--- src/pcs_cfg.svh ---
// constants for the card interrupt/status block: offsets, fields, resets
// assumes an 8-bit register port addressed by socket register offset
`ifndef PCS_CFG_SVH
`define PCS_CFG_SVH

`define PCS_OFS_CTRL        8'h03
`define PCS_OFS_FLAGS       8'h04

`define PCS_CTRL_RESET      8'h00
`define PCS_FLAGS_RESET     4'h0

`define PCS_BIT_RING_EN     7
`define PCS_BIT_RESET_REL   6
`define PCS_BIT_CARD_KIND   5
`define PCS_BIT_PCI_ROUTE   4
`define PCS_SEL_HI          3
`define PCS_SEL_LO          0

`define PCS_FLG_DETECT      3
`define PCS_FLG_READY       2
`define PCS_FLG_BATLOW      1
`define PCS_FLG_BATTERY_DEAD_FLAG     0

`define PCS_SEL_NONE        4'h0
`define PCS_BVD_LOW         2'h2
`define PCS_ARM_DONE        2'h3

`endif

--- src/pcs_pkg.sv ---
// shared types for the card interrupt/status block
// assumes nothing beyond a SystemVerilog tool
package pcs_pkg;
  typedef enum logic {
    PCS_CARD_MEMORY = 1'b0,
    PCS_CARD_IO     = 1'b1
  } pcs_card_kind_t;

  typedef logic [3:0] pcs_line_sel_t;
endpackage : pcs_pkg

--- src/pcs_irq_status_ctrl.sv ---
// interrupt routing, card control and status-change flags of one socket
// assumes card pins are asynchronous and the register port is on sys_clk
//
// Operation
// - bit 7 enables ring indicate on detect-1 for an I/O card
// - card reset asserted while bit 6 is 0
// - bit 5 picks memory or I/O card
// - bit 4 sends status interrupts to PCI
// - bits 3..0 route functional card interrupt of an I/O card
// - disabled source reads 0; enabled shows activity
// - flags clear by read or write-one, selectable
// - status bits 7..4 read as zero
// - bit 3 set on either card-detect change
// - memory card: bit 2 on ready rise
// - I/O card: bits 2 and 1 stay 0
// - memory card: bit 1 on battery low
// - bit 0: battery dead or status asserted
// - ring mode: bit 0 follows ring input
// - battery detect: 0x dead, 10 low, 11 good
// - detect event only with detect enable set
`timescale 1ns/10ps
`include "pcs_cfg.svh"
module pcs_irq_status_ctrl
  import pcs_pkg::*;
(
  input  wire logic       sys_clk,                   // 125 MHz clock
  input  wire logic       rst_n,                     // async reset
  input  wire logic [7:0] reg_addr,                  // register offset
  input  wire logic       reg_wr,                    // write strobe
  input  wire logic       reg_rd,                    // read strobe
  input  wire logic [7:0] reg_wdata,                 // write data
  output logic      [7:0] reg_rdata,                 // read data, next clk
  input  wire logic       card_detect_event_enable,  // detect source on
  input  wire logic       ready_event_enable,        // ready source on
  input  wire logic       battery_warn_event_enable, // battery-low on
  input  wire logic       battery_dead_event_enable, // dead/status on
  input  wire logic [3:0] status_irq_line_select,    // status line code
  input  wire logic       flag_clear_by_write,       // 1: write-one clear
  input  wire logic       card_detect1_n,            // card pin
  input  wire logic       card_detect2_n,            // card pin
  input  wire logic       card_ready,                // card pin
  input  wire logic       battery_detect1,           // detect-1/status/ring
  input  wire logic       battery_detect2,           // detect-2 pin
  input  wire logic       card_irq_n,                // functional request
  output logic            card_reset_out,            // card reset, high
  output logic            pci_irq,                   // status irq to PCI
  output logic     [15:0] irq_route                  // line n; bit 2 is SMI
);

  //////////////////////////////////////////////////////////////////////////
  function automatic logic [15:0] line_decode(input pcs_line_sel_t code);
    logic [15:0] v;
    v = 16'h0000;
    if (code != `PCS_SEL_NONE) begin
      v[code] = 1'b1;
    end
    return v;
  endfunction : line_decode

  function automatic logic is_dead(input logic [1:0] bvd);
    return (bvd[1] == 1'b0);
  endfunction : is_dead

  //////////////////////////////////////////////////////////////////////////
  logic [5:0] pins_s;
  logic [1:0] cd_s;
  logic       ready_s;
  logic [1:0] bvd_s;
  logic       irq_n_s;

  pcs_sync #(.WIDTH(6)) u_sync (
    .sys_clk (sys_clk),
    .rst_n   (rst_n),
    .pin_in  ({card_irq_n, battery_detect2, battery_detect1, card_ready,
               card_detect2_n, card_detect1_n}),
    .pin_out (pins_s)
  );

  assign cd_s    = pins_s[1:0];
  assign ready_s = pins_s[2];
  assign bvd_s   = pins_s[4:3];
  assign irq_n_s = pins_s[5];

  //////////////////////////////////////////////////////////////////////////
  logic [7:0]  ctrl, next_ctrl;
  logic [3:0]  flags, next_flags;
  logic [1:0]  cd_prev, bvd_prev;
  logic        ready_prev;
  logic [1:0]  arm_cnt, next_arm_cnt;
  logic [7:0]  next_rdata;
  logic        next_reset_out, next_pci;
  logic [15:0] next_route;

  pcs_card_kind_t kind;
  logic        armed, ring_mode, to_pci, any_flag;
  logic        rd_flags, wr_flags;
  logic [3:0]  ev, en_mask, clr, flags_rd;

  assign kind      = pcs_card_kind_t'(ctrl[`PCS_BIT_CARD_KIND]);
  assign armed     = (arm_cnt == `PCS_ARM_DONE);
  assign ring_mode = ctrl[`PCS_BIT_RING_EN] && kind == PCS_CARD_IO;
  assign to_pci    = ctrl[`PCS_BIT_PCI_ROUTE] ||
                     ctrl[`PCS_SEL_HI:`PCS_SEL_LO] == `PCS_SEL_NONE;
  assign rd_flags  = reg_rd && reg_addr == `PCS_OFS_FLAGS;
  assign wr_flags  = reg_wr && reg_addr == `PCS_OFS_FLAGS;
  assign en_mask   = {card_detect_event_enable, ready_event_enable,
                      battery_warn_event_enable, battery_dead_event_enable};

  // events; edge detect waits for the synchroniser to fill after reset
  always_comb begin
    ev = 4'h0;
    ev[`PCS_FLG_DETECT] = armed && card_detect_event_enable &&
                          cd_s != cd_prev;
    ev[`PCS_FLG_READY]  = armed && ready_event_enable &&
                          kind == PCS_CARD_MEMORY &&
                          ready_s && !ready_prev;
    ev[`PCS_FLG_BATLOW] = armed && battery_warn_event_enable &&
                          kind == PCS_CARD_MEMORY &&
                          bvd_s == `PCS_BVD_LOW &&
                          bvd_prev != `PCS_BVD_LOW;
    if (kind == PCS_CARD_MEMORY) begin
      ev[`PCS_FLG_BATTERY_DEAD_FLAG] = armed && battery_dead_event_enable &&
                             is_dead(bvd_s) && !is_dead(bvd_prev);
    end else begin
      ev[`PCS_FLG_BATTERY_DEAD_FLAG] = armed && battery_dead_event_enable &&
                             !ring_mode && !bvd_s[0] && bvd_prev[0];
    end
  end

  // flag view seen by software and by the interrupt logic
  always_comb begin
    flags_rd = flags & en_mask;
    if (ring_mode) begin
      flags_rd[`PCS_FLG_BATTERY_DEAD_FLAG] = battery_dead_event_enable &&
                                   !bvd_s[0];
    end
  end
  assign any_flag = |flags_rd;

  //////////////////////////////////////////////////////////////////////////
  // a set in the same cycle as a clear wins, so no event is lost
  always_comb begin
    clr = 4'h0;
    if (rd_flags && !flag_clear_by_write) begin
      clr = 4'hF;
    end else if (wr_flags && flag_clear_by_write) begin
      clr = reg_wdata[3:0];
    end
    next_flags = (flags & ~clr) | ev;
    if (kind == PCS_CARD_IO) begin
      next_flags[`PCS_FLG_READY]  = 1'b0;
      next_flags[`PCS_FLG_BATLOW] = 1'b0;
    end
    if (ring_mode) begin
      next_flags[`PCS_FLG_BATTERY_DEAD_FLAG] = 1'b0;
    end
  end

  always_comb begin
    next_ctrl = ctrl;
    if (reg_wr && reg_addr == `PCS_OFS_CTRL) begin
      next_ctrl = reg_wdata;
    end
    next_rdata = reg_rdata;
    if (reg_rd) begin
      case (reg_addr)
        `PCS_OFS_CTRL:  next_rdata = ctrl;
        `PCS_OFS_FLAGS: next_rdata = {4'h0, flags_rd};
        default:        next_rdata = 8'h00;
      endcase
    end
    next_arm_cnt = armed ? arm_cnt : arm_cnt + 2'h1;
  end

  always_comb begin
    next_reset_out = !ctrl[`PCS_BIT_RESET_REL];
    next_pci       = any_flag && to_pci;
    next_route     = 16'h0000;
    if (any_flag && !to_pci) begin
      next_route = line_decode(status_irq_line_select);
    end
    if (kind == PCS_CARD_IO && !irq_n_s) begin
      next_route = next_route |
                   line_decode(ctrl[`PCS_SEL_HI:`PCS_SEL_LO]);
    end
  end

  always_ff @(posedge sys_clk or negedge rst_n) begin
    if (!rst_n) begin
      ctrl           <= `PCS_CTRL_RESET;
      flags          <= `PCS_FLAGS_RESET;
      cd_prev        <= 2'h0;
      bvd_prev       <= 2'h0;
      ready_prev     <= 1'b0;
      arm_cnt        <= 2'h0;
      reg_rdata      <= 8'h00;
      card_reset_out <= 1'b1;
      pci_irq        <= 1'b0;
      irq_route      <= 16'h0000;
    end else begin
      ctrl           <= next_ctrl;
      flags          <= next_flags;
      cd_prev        <= cd_s;
      bvd_prev       <= bvd_s;
      ready_prev     <= ready_s;
      arm_cnt        <= next_arm_cnt;
      reg_rdata      <= next_rdata;
      card_reset_out <= next_reset_out;
      pci_irq        <= next_pci;
      irq_route      <= next_route;
    end
  end
endmodule : pcs_irq_status_ctrl

--- src/pcs_sync.sv ---
// two-stage synchroniser for a vector of independent card pins
// assumes each bit is a slow level; no multi-bit coherence is promised
`timescale 1ns/10ps
module pcs_sync #(
  parameter int WIDTH = 6
) (
  input  wire logic             sys_clk, // system clock
  input  wire logic             rst_n,   // async reset, active low
  input  wire logic [WIDTH-1:0] pin_in,  // raw pin levels
  output logic      [WIDTH-1:0] pin_out  // synchronised levels
);
  logic [WIDTH-1:0] stage1;

  genvar g;
  generate
    for (g = 0; g < WIDTH; g++) begin : g_bit
      always_ff @(posedge sys_clk or negedge rst_n) begin
        if (!rst_n) begin
          stage1[g]  <= 1'b0;
          pin_out[g] <= 1'b0;
        end else begin
          stage1[g]  <= pin_in[g];
          pin_out[g] <= stage1[g];
        end
      end
    end
  endgenerate
endmodule : pcs_sync

--- config.mk ---
export PLATFORM = sky130hd
export DESIGN_NAME = pcs_irq_status_ctrl
export DESIGN_NICKNAME = d
export VERILOG_FILES = /design/src/pcs_pkg.sv /design/src/pcs_irq_status_ctrl.sv /design/src/pcs_sync.sv
export VERILOG_INCLUDE_DIRS = /design/src
export SDC_FILE = /design/constraint.sdc
export NUM_CORES = 1
export LEC_CHECK = 0
export BUFFER_PORTS_ARGS = -buffer_cell sky130_fd_sc_hd__buf_4
export CAP_MARGIN = 0
export CORE_MARGIN = 2
export CORE_UTILIZATION = 35
export CTS_CLUSTER_DIAMETER = 80
export DETAILED_ROUTE_END_ITERATION = 16
export GPL_ROUTABILITY_DRIVEN = 0
export HOLD_SLACK_MARGIN = 0.08
export PLACE_DENSITY = 0.53
export SKIP_LAST_GASP = 1
export SYNTH_ARGS = -nofsm -noshare
export SYNTH_HDL_FRONTEND = slang
export SYNTH_HIERARCHICAL = 1
export SYNTH_SLANG_ARGS = --single-unit
--- constraint.sdc ---
create_clock -name sys_clk -period 2.2 [get_ports sys_clk]
set_clock_uncertainty 0.2 [all_clocks]
set_input_delay 0.33 -clock sys_clk [delete_from_list [all_inputs] [get_ports sys_clk]]
set_output_delay 0.33 -clock sys_clk [all_outputs]
set_load 0.05 [all_outputs]
# [After elaboration in Yosys (flattened, before gate mapping)]
# Index checks and enable logic that the tools add are counted.
# W data, S select, Z words.
[classes] muxes=16 order_cmp=4 n_reduce_logical=40 bitwise=7 addsub=1 eq_ne=6
[ops] operator="$mux W16" n=5
[ops] operator="$logic_and A1 B1 Y1" n=28
[ops] operator="$or A16 B16 Y16" n=1
[ops] operator="$pmux W8 S2" n=1
[ops] operator="$lt A4 B5 Y1 const B" n=2
[ops] operator="$and A4 B4 Y4" n=2
[ops] operator="$demux W1 S4" n=2
[ops] operator="$eq A8 B2 Y1 const B" n=1
[ops] operator="$eq A8 B3 Y1 const B" n=1
[ops] operator="$ge A4 B1 Y1 const B" n=2
[ops] operator="$mux W4" n=2
[ops] operator="$reduce_bool A4 Y1" n=2
[ops] operator="$logic_not A1 Y1" n=7
[ops] operator="$mux W1" n=5
[ops] operator="$eq A2 B2 Y1 const B" n=2
[ops] operator="$logic_not A4 Y1" n=1
[ops] operator="$not A4 Y4" n=1
[ops] operator="$or A4 B4 Y4" n=1
[ops] operator="$reduce_or A4 Y1" n=1
[ops] operator="$add A2 B1 Y2 const B" n=1
[ops] operator="$mux W2" n=1
[ops] operator="$ne A2 B2 Y1" n=1
[ops] operator="$ne A2 B2 Y1 const B" n=1
[ops] operator="$not A1 Y1" n=2
[ops] operator="$logic_or A1 B1 Y1" n=1
[totals] out_inout_bits=26 register_bits=57 inputBits=35

# [Depth between registers and ports, before layout]
# Gate-level depths: netlist of the first run.
[logic_depth] depth_word=9 depth_mapped=5 depth_no_buf=4

# [Modules after synthesis]
# The synthesis of the first run kept the hierarchy.
[modules_own_cells] module="pcs_irq_status_ctrl" cells_per_inst=158 area_per_inst_um2=1875.5 n_inst=1
[modules_own_cells] module="pcs_sync" cells_per_inst=12 area_per_inst_um2=300.3 n_inst=1

# [Worst setup path before layout of the first run]
# Ideal clock, no wire load.
[synth_timing] path_kind="input to register" start="input reg_addr[4]" end="register flags[0]" path_slack_ns=0.239 path_stages=5 t_arrival_ns=1.636 required_ns=1.875 path_cell_list="or4_4 -> or4_4 -> buf_6 -> o211ai_2 -> o21ai_1"
[synth_via] elab_chain_cells=9 word_cells_on_any_way=11
[synth_rtl] item="start, declared" line_no="pcs_irq_status_ctrl.sv:28" source="input wire logic [7:0] reg_addr,"
[synth_rtl] item="$eq A8 B3 Y1 *"
[synth_rtl] item="$logic_and A1 B1 Y1 (no source line)"
[synth_rtl] item="$logic_and A1 B1 Y1" line_no="pcs_irq_status_ctrl.sv:146" source="end else if (wr_flags && flag_clear_by_write) begin"
[synth_rtl] item="$mux W4" line_no="pcs_irq_status_ctrl.sv:146"
[synth_rtl] item="$mux W4 *" line_no="pcs_irq_status_ctrl.sv:144" source="if (rd_flags && !flag_clear_by_write) begin"
[synth_rtl] item="$not A4 Y4 *" line_no="pcs_irq_status_ctrl.sv:149" source="next_flags = (flags & ~clr) | ev;"
[synth_rtl] item="$and A4 B4 Y4 *" line_no="pcs_irq_status_ctrl.sv:149"
[synth_rtl] item="$or A4 B4 Y4 *" line_no="pcs_irq_status_ctrl.sv:149"
[synth_rtl] item="$mux W1 *" line_no="pcs_irq_status_ctrl.sv:154" source="if (ring_mode) begin"
[synth_rtl] item="net next_flags[0]" line_no="pcs_irq_status_ctrl.sv:86" source="logic [3:0] flags, next_flags;"
[synth_rtl] item="end signal, assigned" line_no="pcs_irq_status_ctrl.sv:191" source="flags <= `PCS_FLAGS_RESET;"
[synth_rtl] item="end signal, assigned" line_no="pcs_irq_status_ctrl.sv:202" source="flags <= next_flags;"
[synth_rtl] item="end, declared" line_no="pcs_irq_status_ctrl.sv:86"
# The timed path passes the listed nets; every way through them passes the cells marked *.
# A chain may end at the register's enable or synchronous reset.

# [Worst setup path after layout of the first run]
[layout_timing] start="input battery_dead_event_enable" end="register irq_route[15]"
[layout_via] elab_chain_cells=7 word_cells_on_any_way=8
[layout_rtl] item="start, declared" line_no="pcs_irq_status_ctrl.sv:36" source="input wire logic battery_dead_event_enable,"
[layout_rtl] item="$and A4 B4 Y4 or $logic_and A1 B1 Y1 (tied branches)" line_no="pcs_irq_status_ctrl.sv:132, pcs_irq_status_ctrl.sv:134"
[layout_rtl] item="$mux W1 *" line_no="pcs_irq_status_ctrl.sv:133" source="if (ring_mode) begin"
[layout_rtl] item="$reduce_or A4 Y1 *" line_no="pcs_irq_status_ctrl.sv:138" source="assign any_flag = |flags_rd;"
[layout_rtl] item="$logic_and A1 B1 Y1 *" line_no="pcs_irq_status_ctrl.sv:179" source="if (any_flag && !to_pci) begin"
[layout_rtl] item="$mux W16 *" line_no="pcs_irq_status_ctrl.sv:179"
[layout_rtl] item="$or A16 B16 Y16" line_no="pcs_irq_status_ctrl.sv:183" source="next_route = next_route |"
[layout_rtl] item="$mux W16 *" line_no="pcs_irq_status_ctrl.sv:182" source="if (kind == PCS_CARD_IO && !irq_n_s) begin"
[layout_rtl] item="net next_route[15]" line_no="pcs_irq_status_ctrl.sv:92" source="logic [15:0] next_route;"
[layout_rtl] item="end signal, assigned" line_no="pcs_irq_status_ctrl.sv:210" source="irq_route <= next_route;"
[layout_rtl] item="end, declared" line_no="pcs_irq_status_ctrl.sv:47" source="output logic [15:0] irq_route"
# Marked as above.

==> results of run 1 <==
==> registers in the layout (all words and copies together) (netlist names), 2 cells and up <==
name and cells:
reg_rdata 8, arm_cnt 2, cd_prev 2, irq_route 15
bvd_prev 2, u_sync/stage1 6, ctrl 8, flags 4
u_sync/pin_out 6
==> cells in the final DEF, fill, tap and decap left out, types with 4 or more instances in the layout <==
cell type / synthesis / final
o22ai_1: 12 / 12
nand3_1: 8 / 8
dfrtp_1: 55 / 55
a22o_1: 4 / 4
nor2_1: 5 / 5
a31oi_1: 4 / 4
o2111ai_1: 4 / 4
nand2b_1: 5 / 5
dlygate4sd3_1: 0 / 17
mux2_2: 9 / 9
nand2_1: 13 / 13
inv_1: 9 / 9
clkbuf_8: 0 / 6
buf_4: 1 / 62
==> cells in the mapped netlist, types with 2 or more instances <==
master	count	area [sq um]
a31oi_1	4	25.0
o32ai_1	3	26.3
inv_1	9	33.8
mux2_2	9	101
a22o_1	4	35.0
o22ai_1	12	75.1
nand2_1	13	48.8
buf_2	2	10.0
o21ai_1	3	15.0
or4_4	2	22.5
nand2b_1	5	31.3
o2111ai_1	4	35.0
a221o_1	2	20.0
nand3b_1	2	15.0
xor2_1	2	17.5
dfrtp_1	55	1380
nor3_2	3	30.0
nor2_1	5	18.8
nand3_1	8	40.0
nor2b_1	2	12.5
a21oi_1	3	15.0
==> report_power, final <==
part | switching, mW | internal, mW | total [mW]
Clock | 0.325 | 0.252 | 0.577
Sequential | 0.0225 | 1.07 | 1.09
Combinational | 0.132 | 0.104 | 0.237
Total | 0.479 | 1.42 | 1.90
==> path summary, 6_finish.rpt <==
| kind | to | startpoint | cells past startpoint | slack, ns |
|---|---|---|---|---|
| worst min-delay path | reg_rdata[0] | reg_rd | 3 | 0.10 |
| worst max-delay path | irq_route[15] | battery_dead_event_enable | 7 | 0.30 |
| min in group asynchronous | ctrl[1] | rst_n | 2 | 0.41 |
| worst max register to register | irq_route[4] | ctrl[0] | 4 | 0.42 |
| max in group asynchronous | reg_rdata[3] | rst_n | 2 | 0.94 |
| worst min register to register | u_sync/pin_out[2] | u_sync/stage1[2] | 0 | 0.15 |
==> per-layer routing <==
| metal | global-route usage (%) | vias to the layer above | share of wire [%] |
|---|---|---|---|
| met5 | 0 | - | 0 |
| met4 | 4.62 | 0 | 1.1 |
| met3 | 3.58 | 6 | 4.4 |
| met2 | 22.4 | 44 | 49 |
| met1 | 20.3 | 786 | 46 |
| li1 | - | 796 | - |
==> worst max-delay path: cells and delay by family <==
family	cells	cell delay (ns)
AO/OA/AOI/OAI	3	0.72
buffers and inverters	4	0.85
==> cells by family after synthesis <==
group / count (synthesis)
other: 1
xor gates and xnor gates: 3
buffers and inverters: 13
and+or+nand+nor: 46
DFF: 56
AOI/OAI and AO/OA: 41
muxes: 9
adders and majority gates: 1
==> what timing repair did <==
action	CTS	global route
hold buffers	17	0
endpoints found under the setup margin	0	0
endpoints found under the hold margin	71	0
==> layout make-up <==
type                            count  area (sq um)
Clock buffer                        6          82.6
Clock inverter                      2          10.0
Fill cell                         552          2990
Inverter                            9          33.8
Multi-Input combinational cell    101           711
Sequential cell                    56          1400
Tap cell                           75          93.8
Timing Repair Buffer               79           636
==> metrics by stage <==
stage	instance area [sq um]	hold slack [ns]
after floorplan	2180	-0.166
after global placement	2710	0.132
after detailed placement	2710	0.136
after CTS	2970	0.0944
after global routing	2970	0.109
final	2970	0.102
==> flow_summary.json, run 1 <==
{
  "ys.flop_type": "dfrtp_1",
  "dp.cells": 303,
  "finalSetupViolCount": 0,
  "crit_top_cell": "buf_4",
  "synth_cell_type_count": 39,
  "instances_no_fill": 328,
  "cts_made_buffers": 5,
  "setup_tns_ns": 0,
  "pre_cts_ws_ns": 0.0661,
  "portBuffers": 59,
  "grt_setup_unrepaired": "false",
  "setup_ws_ns": 0.301,
  "gr-total-overflow": 0,
  "grt_usage_pct": 14.5,
  "async_flop_share_pct": 100,
  "ios": 61,
  "path_clk_slew_ns": 0.10,
  "slew_violations": 0,
  "htreeDepth": 2,
  "grt_pass1_wl_um": 7990,
  "synth_compound_area_share_pct": 13.8,
  "cts-root-buf": "clkbuf_8",
  "synth-edff-count": 0,
  "start_util_pct": 36.5,
  "synthMuxAreaShare_pct": 4.66,
  "slew_headroom_pct": 53.3,
  "fmax_mhz": 527,
  "min-delay-path-class": "in -> reg",
  "ant_nets": 0,
  "antenna-diode-count": 0,
  "synth_cells": 170,
  "antenna_found_initial": 0,
  "area_growth_pct": 36.5,
  "crit_fanout": 6,
  "vias_per_cell": 4.98,
  "clk_latency_ns": 0.31,
  "vias": 1632,
  "drc_errors": 0,
  "crit_chain": "dlygate4sd3_1 > buf_4 > inv_1 > a311oi_1 > buf_4 > o2111ai_1 > o22ai_1",
  "cap_violations": 0,
  "rows": 28,
  "cp_slowest_cell": "dlygate4sd3_1",
  "worstPathArrival_ns": 1.91,
  "start_kind": "input port",
  "syn_nets": 206,
  "die_h_um": 82.8,
  "period_needed_ns": 1.90,
  "die_w_um": 82.8,
  "fin_nets": 288,
  "synth-adder-area-share_pct": 0.575,
  "synth_xor_area_share_pct": 1.21,
  "avgSynthCellArea_sq_um": 12.8,
  "cts_tree": "done",
  "ctsResizeCount": 0,
  "worst_pin_slew_ns": 0.700,
  "status": "complete, no violations",
  "leakage_nw": 1.38,
  "synth_top_family_by_area": "compound AO/OA/AOI/OAI gates",
  "grt_max_degree": 57,
  "grt_pass1_vias": 1617,
  "wire_per_inst_um": 14.9,
  "ir_worst_vdd_mv": 0.344,
  "end_kind": "flip-flop",
  "syn_area_sq_um": 2180,
  "coreArea_sq_um": 5960,
  "post_cts_buffers": 0,
  "hpwl_um": 3470,
  "period_share_pct": 86.3,
  "detail_route.wirelength_um": 4890,
  "cts_buffer_depth": 2,
  "finalPower_mw": 1.90,
  "ys_ff_latch": 56,
  "fin_util_pct": 49.9,
  "hold_viol_final": 0,
  "p_per_area_nw_per_um2": 641,
  "drive_above_1_share_pct": 35.2,
  "dieArea_sq_um": 6860,
  "clock-sinks": 56,
  "slowest_delay_ns": 0.52,
  "firstDrtPassIters": 4,
  "yosys.area_share.simple_pct": 12.2,
  "worstSetupPathType": "in -> reg",
  "drt_iter0_markers": 85,
  "yosys_warnings": 6,
  "critPathRequiredTime_ns": 2.21,
  "seq_area_frac_synth_pct": 64.5
}
(Power assumes the default switching activity.)
==> run 2, diff against run 1 <==
CORE_ASPECT_RATIO = 0.6   (was default)
CORE_UTILIZATION = 40   (was 35)
PLACE_DENSITY = 0.6   (was 0.53)
==> run 2 against run 1 <==
  * Sequential power about the same
  * Final cell count down 2.1%
  * Fmax down 5.1%
  * Non-clock buffer count up 2
  * Combinational power about the same
==> flow_summary.json, run 2 (synthesis results as in run 1) <==
{
  "status": "complete, no violations",
  "die_h_um": 61.1,
  "vias": 1696,
  "ios": 61,
  "top_usage_layer": "met1",
  "p_per_area_nw_per_um2": 641,
  "period_needed_ns": 2.00,
  "grt_max_degree": 57,
  "portBuffers": 59,
  "coreArea_sq_um": 5150,
  "pwr-share-seq_pct": 57.2,
  "dieArea_sq_um": 6070,
  "pre_cts_ws_ns": 0.0704,
  "grt_pass1_vias": 1561,
  "instances_no_fill": 321,
  "r2r-end": "irq_route[13]",
  "cts_tree": "done",
  "vias_per_cell": 5.28,
  "dp.cells": 295,
  "hpwl_um": 3750,
  "ctsResizeCount": 0,
  "regArea_sq_um": 1400,
  "final_cell_mix": "buf_4, dfrtp_1, dlygate4sd3_1",
  "setup_ws_ns": 0.199,
  "regMostFlops": "irq_route",
  "drive_above_1_share_pct": 34.9,
  "leakage_nw": 1.39,
  "p_sw_uw": 479,
  "worstSetupPathType": "in -> reg",
  "ir_worst_vdd_mv": 0.312,
  "clkPwrFrac_pct": 30.3,
  "r2r_slack_ns": 0.22,
  "crit_path_end": "irq_route[13]",
  "wire_per_inst_um": 15.8,
  "r2r_start": "ctrl[5]",
  "clk_latency_ns": 0.31,
  "rows": 20,
  "multi_input_area_sq_um": 711,
  "clock-sinks": 56,
  "slew_headroom_pct": 54.0,
  "largest_reg_flops": 15,
  "p_comb_share_pct": 12.5,
  "setup_tns_ns": 0,
  "crit_fanout": 5,
  "antenna_found_initial": 0,
  "finalSetupViolCount": 0,
  "end_kind": "flip-flop",
  "startpoint": "card_detect_event_enable",
  "fin_area_sq_um": 2980,
  "worstRegToRegCells": 5,
  "worstPathArrival_ns": 1.97,
  "grt_setup_unrepaired": "false",
  "grtUsageMet2_pct": 22.7,
  "ant_nets": 0,
  "critPathRequiredTime_ns": 2.17,
  "largestRegisters": "irq_route: 15 flops, ctrl: 8 flops, reg_rdata: 8 flops",
  "detail_route.wirelength_um": 5060,
  "antenna-diode-count": 0,
  "path_clk_slew_ns": 0.10,
  "use_met1_pct": 29.6,
  "dpl_cell_area_sq_um": 2700,
  "die_w_um": 99.2,
  "fmax_mhz": 500,
  "cts-root-buf": "clkbuf_8",
  "use_met3_pct": 4.43,
  "grt_usage_pct": 18.0,
  "cts_buffer_depth": 2,
  "start_util_pct": 42.2,
  "start_kind": "input port",
  "fin_nets": 290,
  "htreeDepth": 2,
  "final_common_cell": "buf_4",
  "drt_iter0_markers": 73,
  "drc_errors": 0,
  "hold_viol_final": 0,
  "fin_util_pct": 57.7,
  "min-delay-path-class": "in -> reg",
  "area_growth_pct": 36.8,
  "worst_pin_slew_ns": 0.690,
  "swShare_pct": 25.1,
  "gr-total-overflow": 0,
  "slew_violations": 0,
  "internal-power_mw": 1.43,
  "fill_cells": 432,
  "period_share_pct": 90.9,
  "firstDrtPassIters": 4,
  "post_cts_buffers": 0,
  "cts_made_buffers": 5,
  "grt_pass1_wl_um": 7980,
  "cap_violations": 0
}
-- run 2: cell types whose count changed in the layout (fill, tap and decap cells not counted) --
| cell | before | now |
|---|---|---|
| dlygate4sd3_1 | 17 | 18 |
| clkbuf_1 | 0 | 1 |
| clkinvlp_4 | 0 | 1 |
| buf_4 | 62 | 63 |
| clkinv_2 | 2 | 0 |
-- run 2: area by class of cell --
class / count / share of cell area [%]
clock buffer: 7 / 2.90
clock inverter: 1 / 0.252
inverter: 9 / 1.13
multi-input combinational: 101 / 23.9
sequential: 56 / 47.1
tap: 66 / 2.77
timing repair buffer: 81 / 21.9
-- run 2: power by group through the flow --
stage | registers [mW] | clock network (mW) | logic (mW)
after floorplan | 1.13 | 0 | 0.0758
after global placement | 1.11 | 0 | 0.211
after detailed placement | 1.11 | 0 | 0.212
after CTS | 1.09 | 0.595 | 0.238
after global routing | 1.10 | 0.645 | 0.262
final | 1.09 | 0.578 | 0.238
-- run 2: through the flow --
stage                     power [mW]  hold WS [ns]
final                           1.91         0.128
after global routing            2.00         0.132
after CTS                       1.93         0.117
after detailed placement        1.33         0.137
after global placement          1.32         0.132
after floorplan                 1.21        -0.166
-- run 2: what timing repair did --
item / in CTS / in global routing
endpoints found under the setup margin: 0 / 0
endpoints found under the hold margin: 72 / 0
hold buffers: 18 / 0
-- run 2: worst min-delay path by stage --
| stage | startpoint | to | depth (start not counted) | slack, ns |
|---|---|---|---|---|
| CTS | ready_event_enable | flags[2] | 3 | 0.12 |
| global route | ready_event_enable | flags[2] | 3 | 0.13 |
| global placement | u_sync/stage1[5] | u_sync/pin_out[5] | 0 | 0.13 |
| finish | reg_addr[1] | reg_rdata[0] | 4 | 0.13 |
| detailed placement | u_sync/stage1[0] | u_sync/pin_out[0] | 0 | 0.14 |
| floorplan | rst_n | arm_cnt[0] | 0 | -0.17 |
-- run 2: metal layers --
metal / vias to the layer above / part of all wire [%]
li1: 799 / -
met1: 823 / 54
met2: 70 / 38
met3: 4 / 7.2
met4: 0 / 0.67
met5: - / 0
-- run 2: worst max-delay path: stages --
cell and delay, ns:
dlygate4sd3_1 0.54, buf_4 0.14, nand2_1 0.09, nand3_1 0.19, o2111ai_1 0.49, o22ai_1 0.19
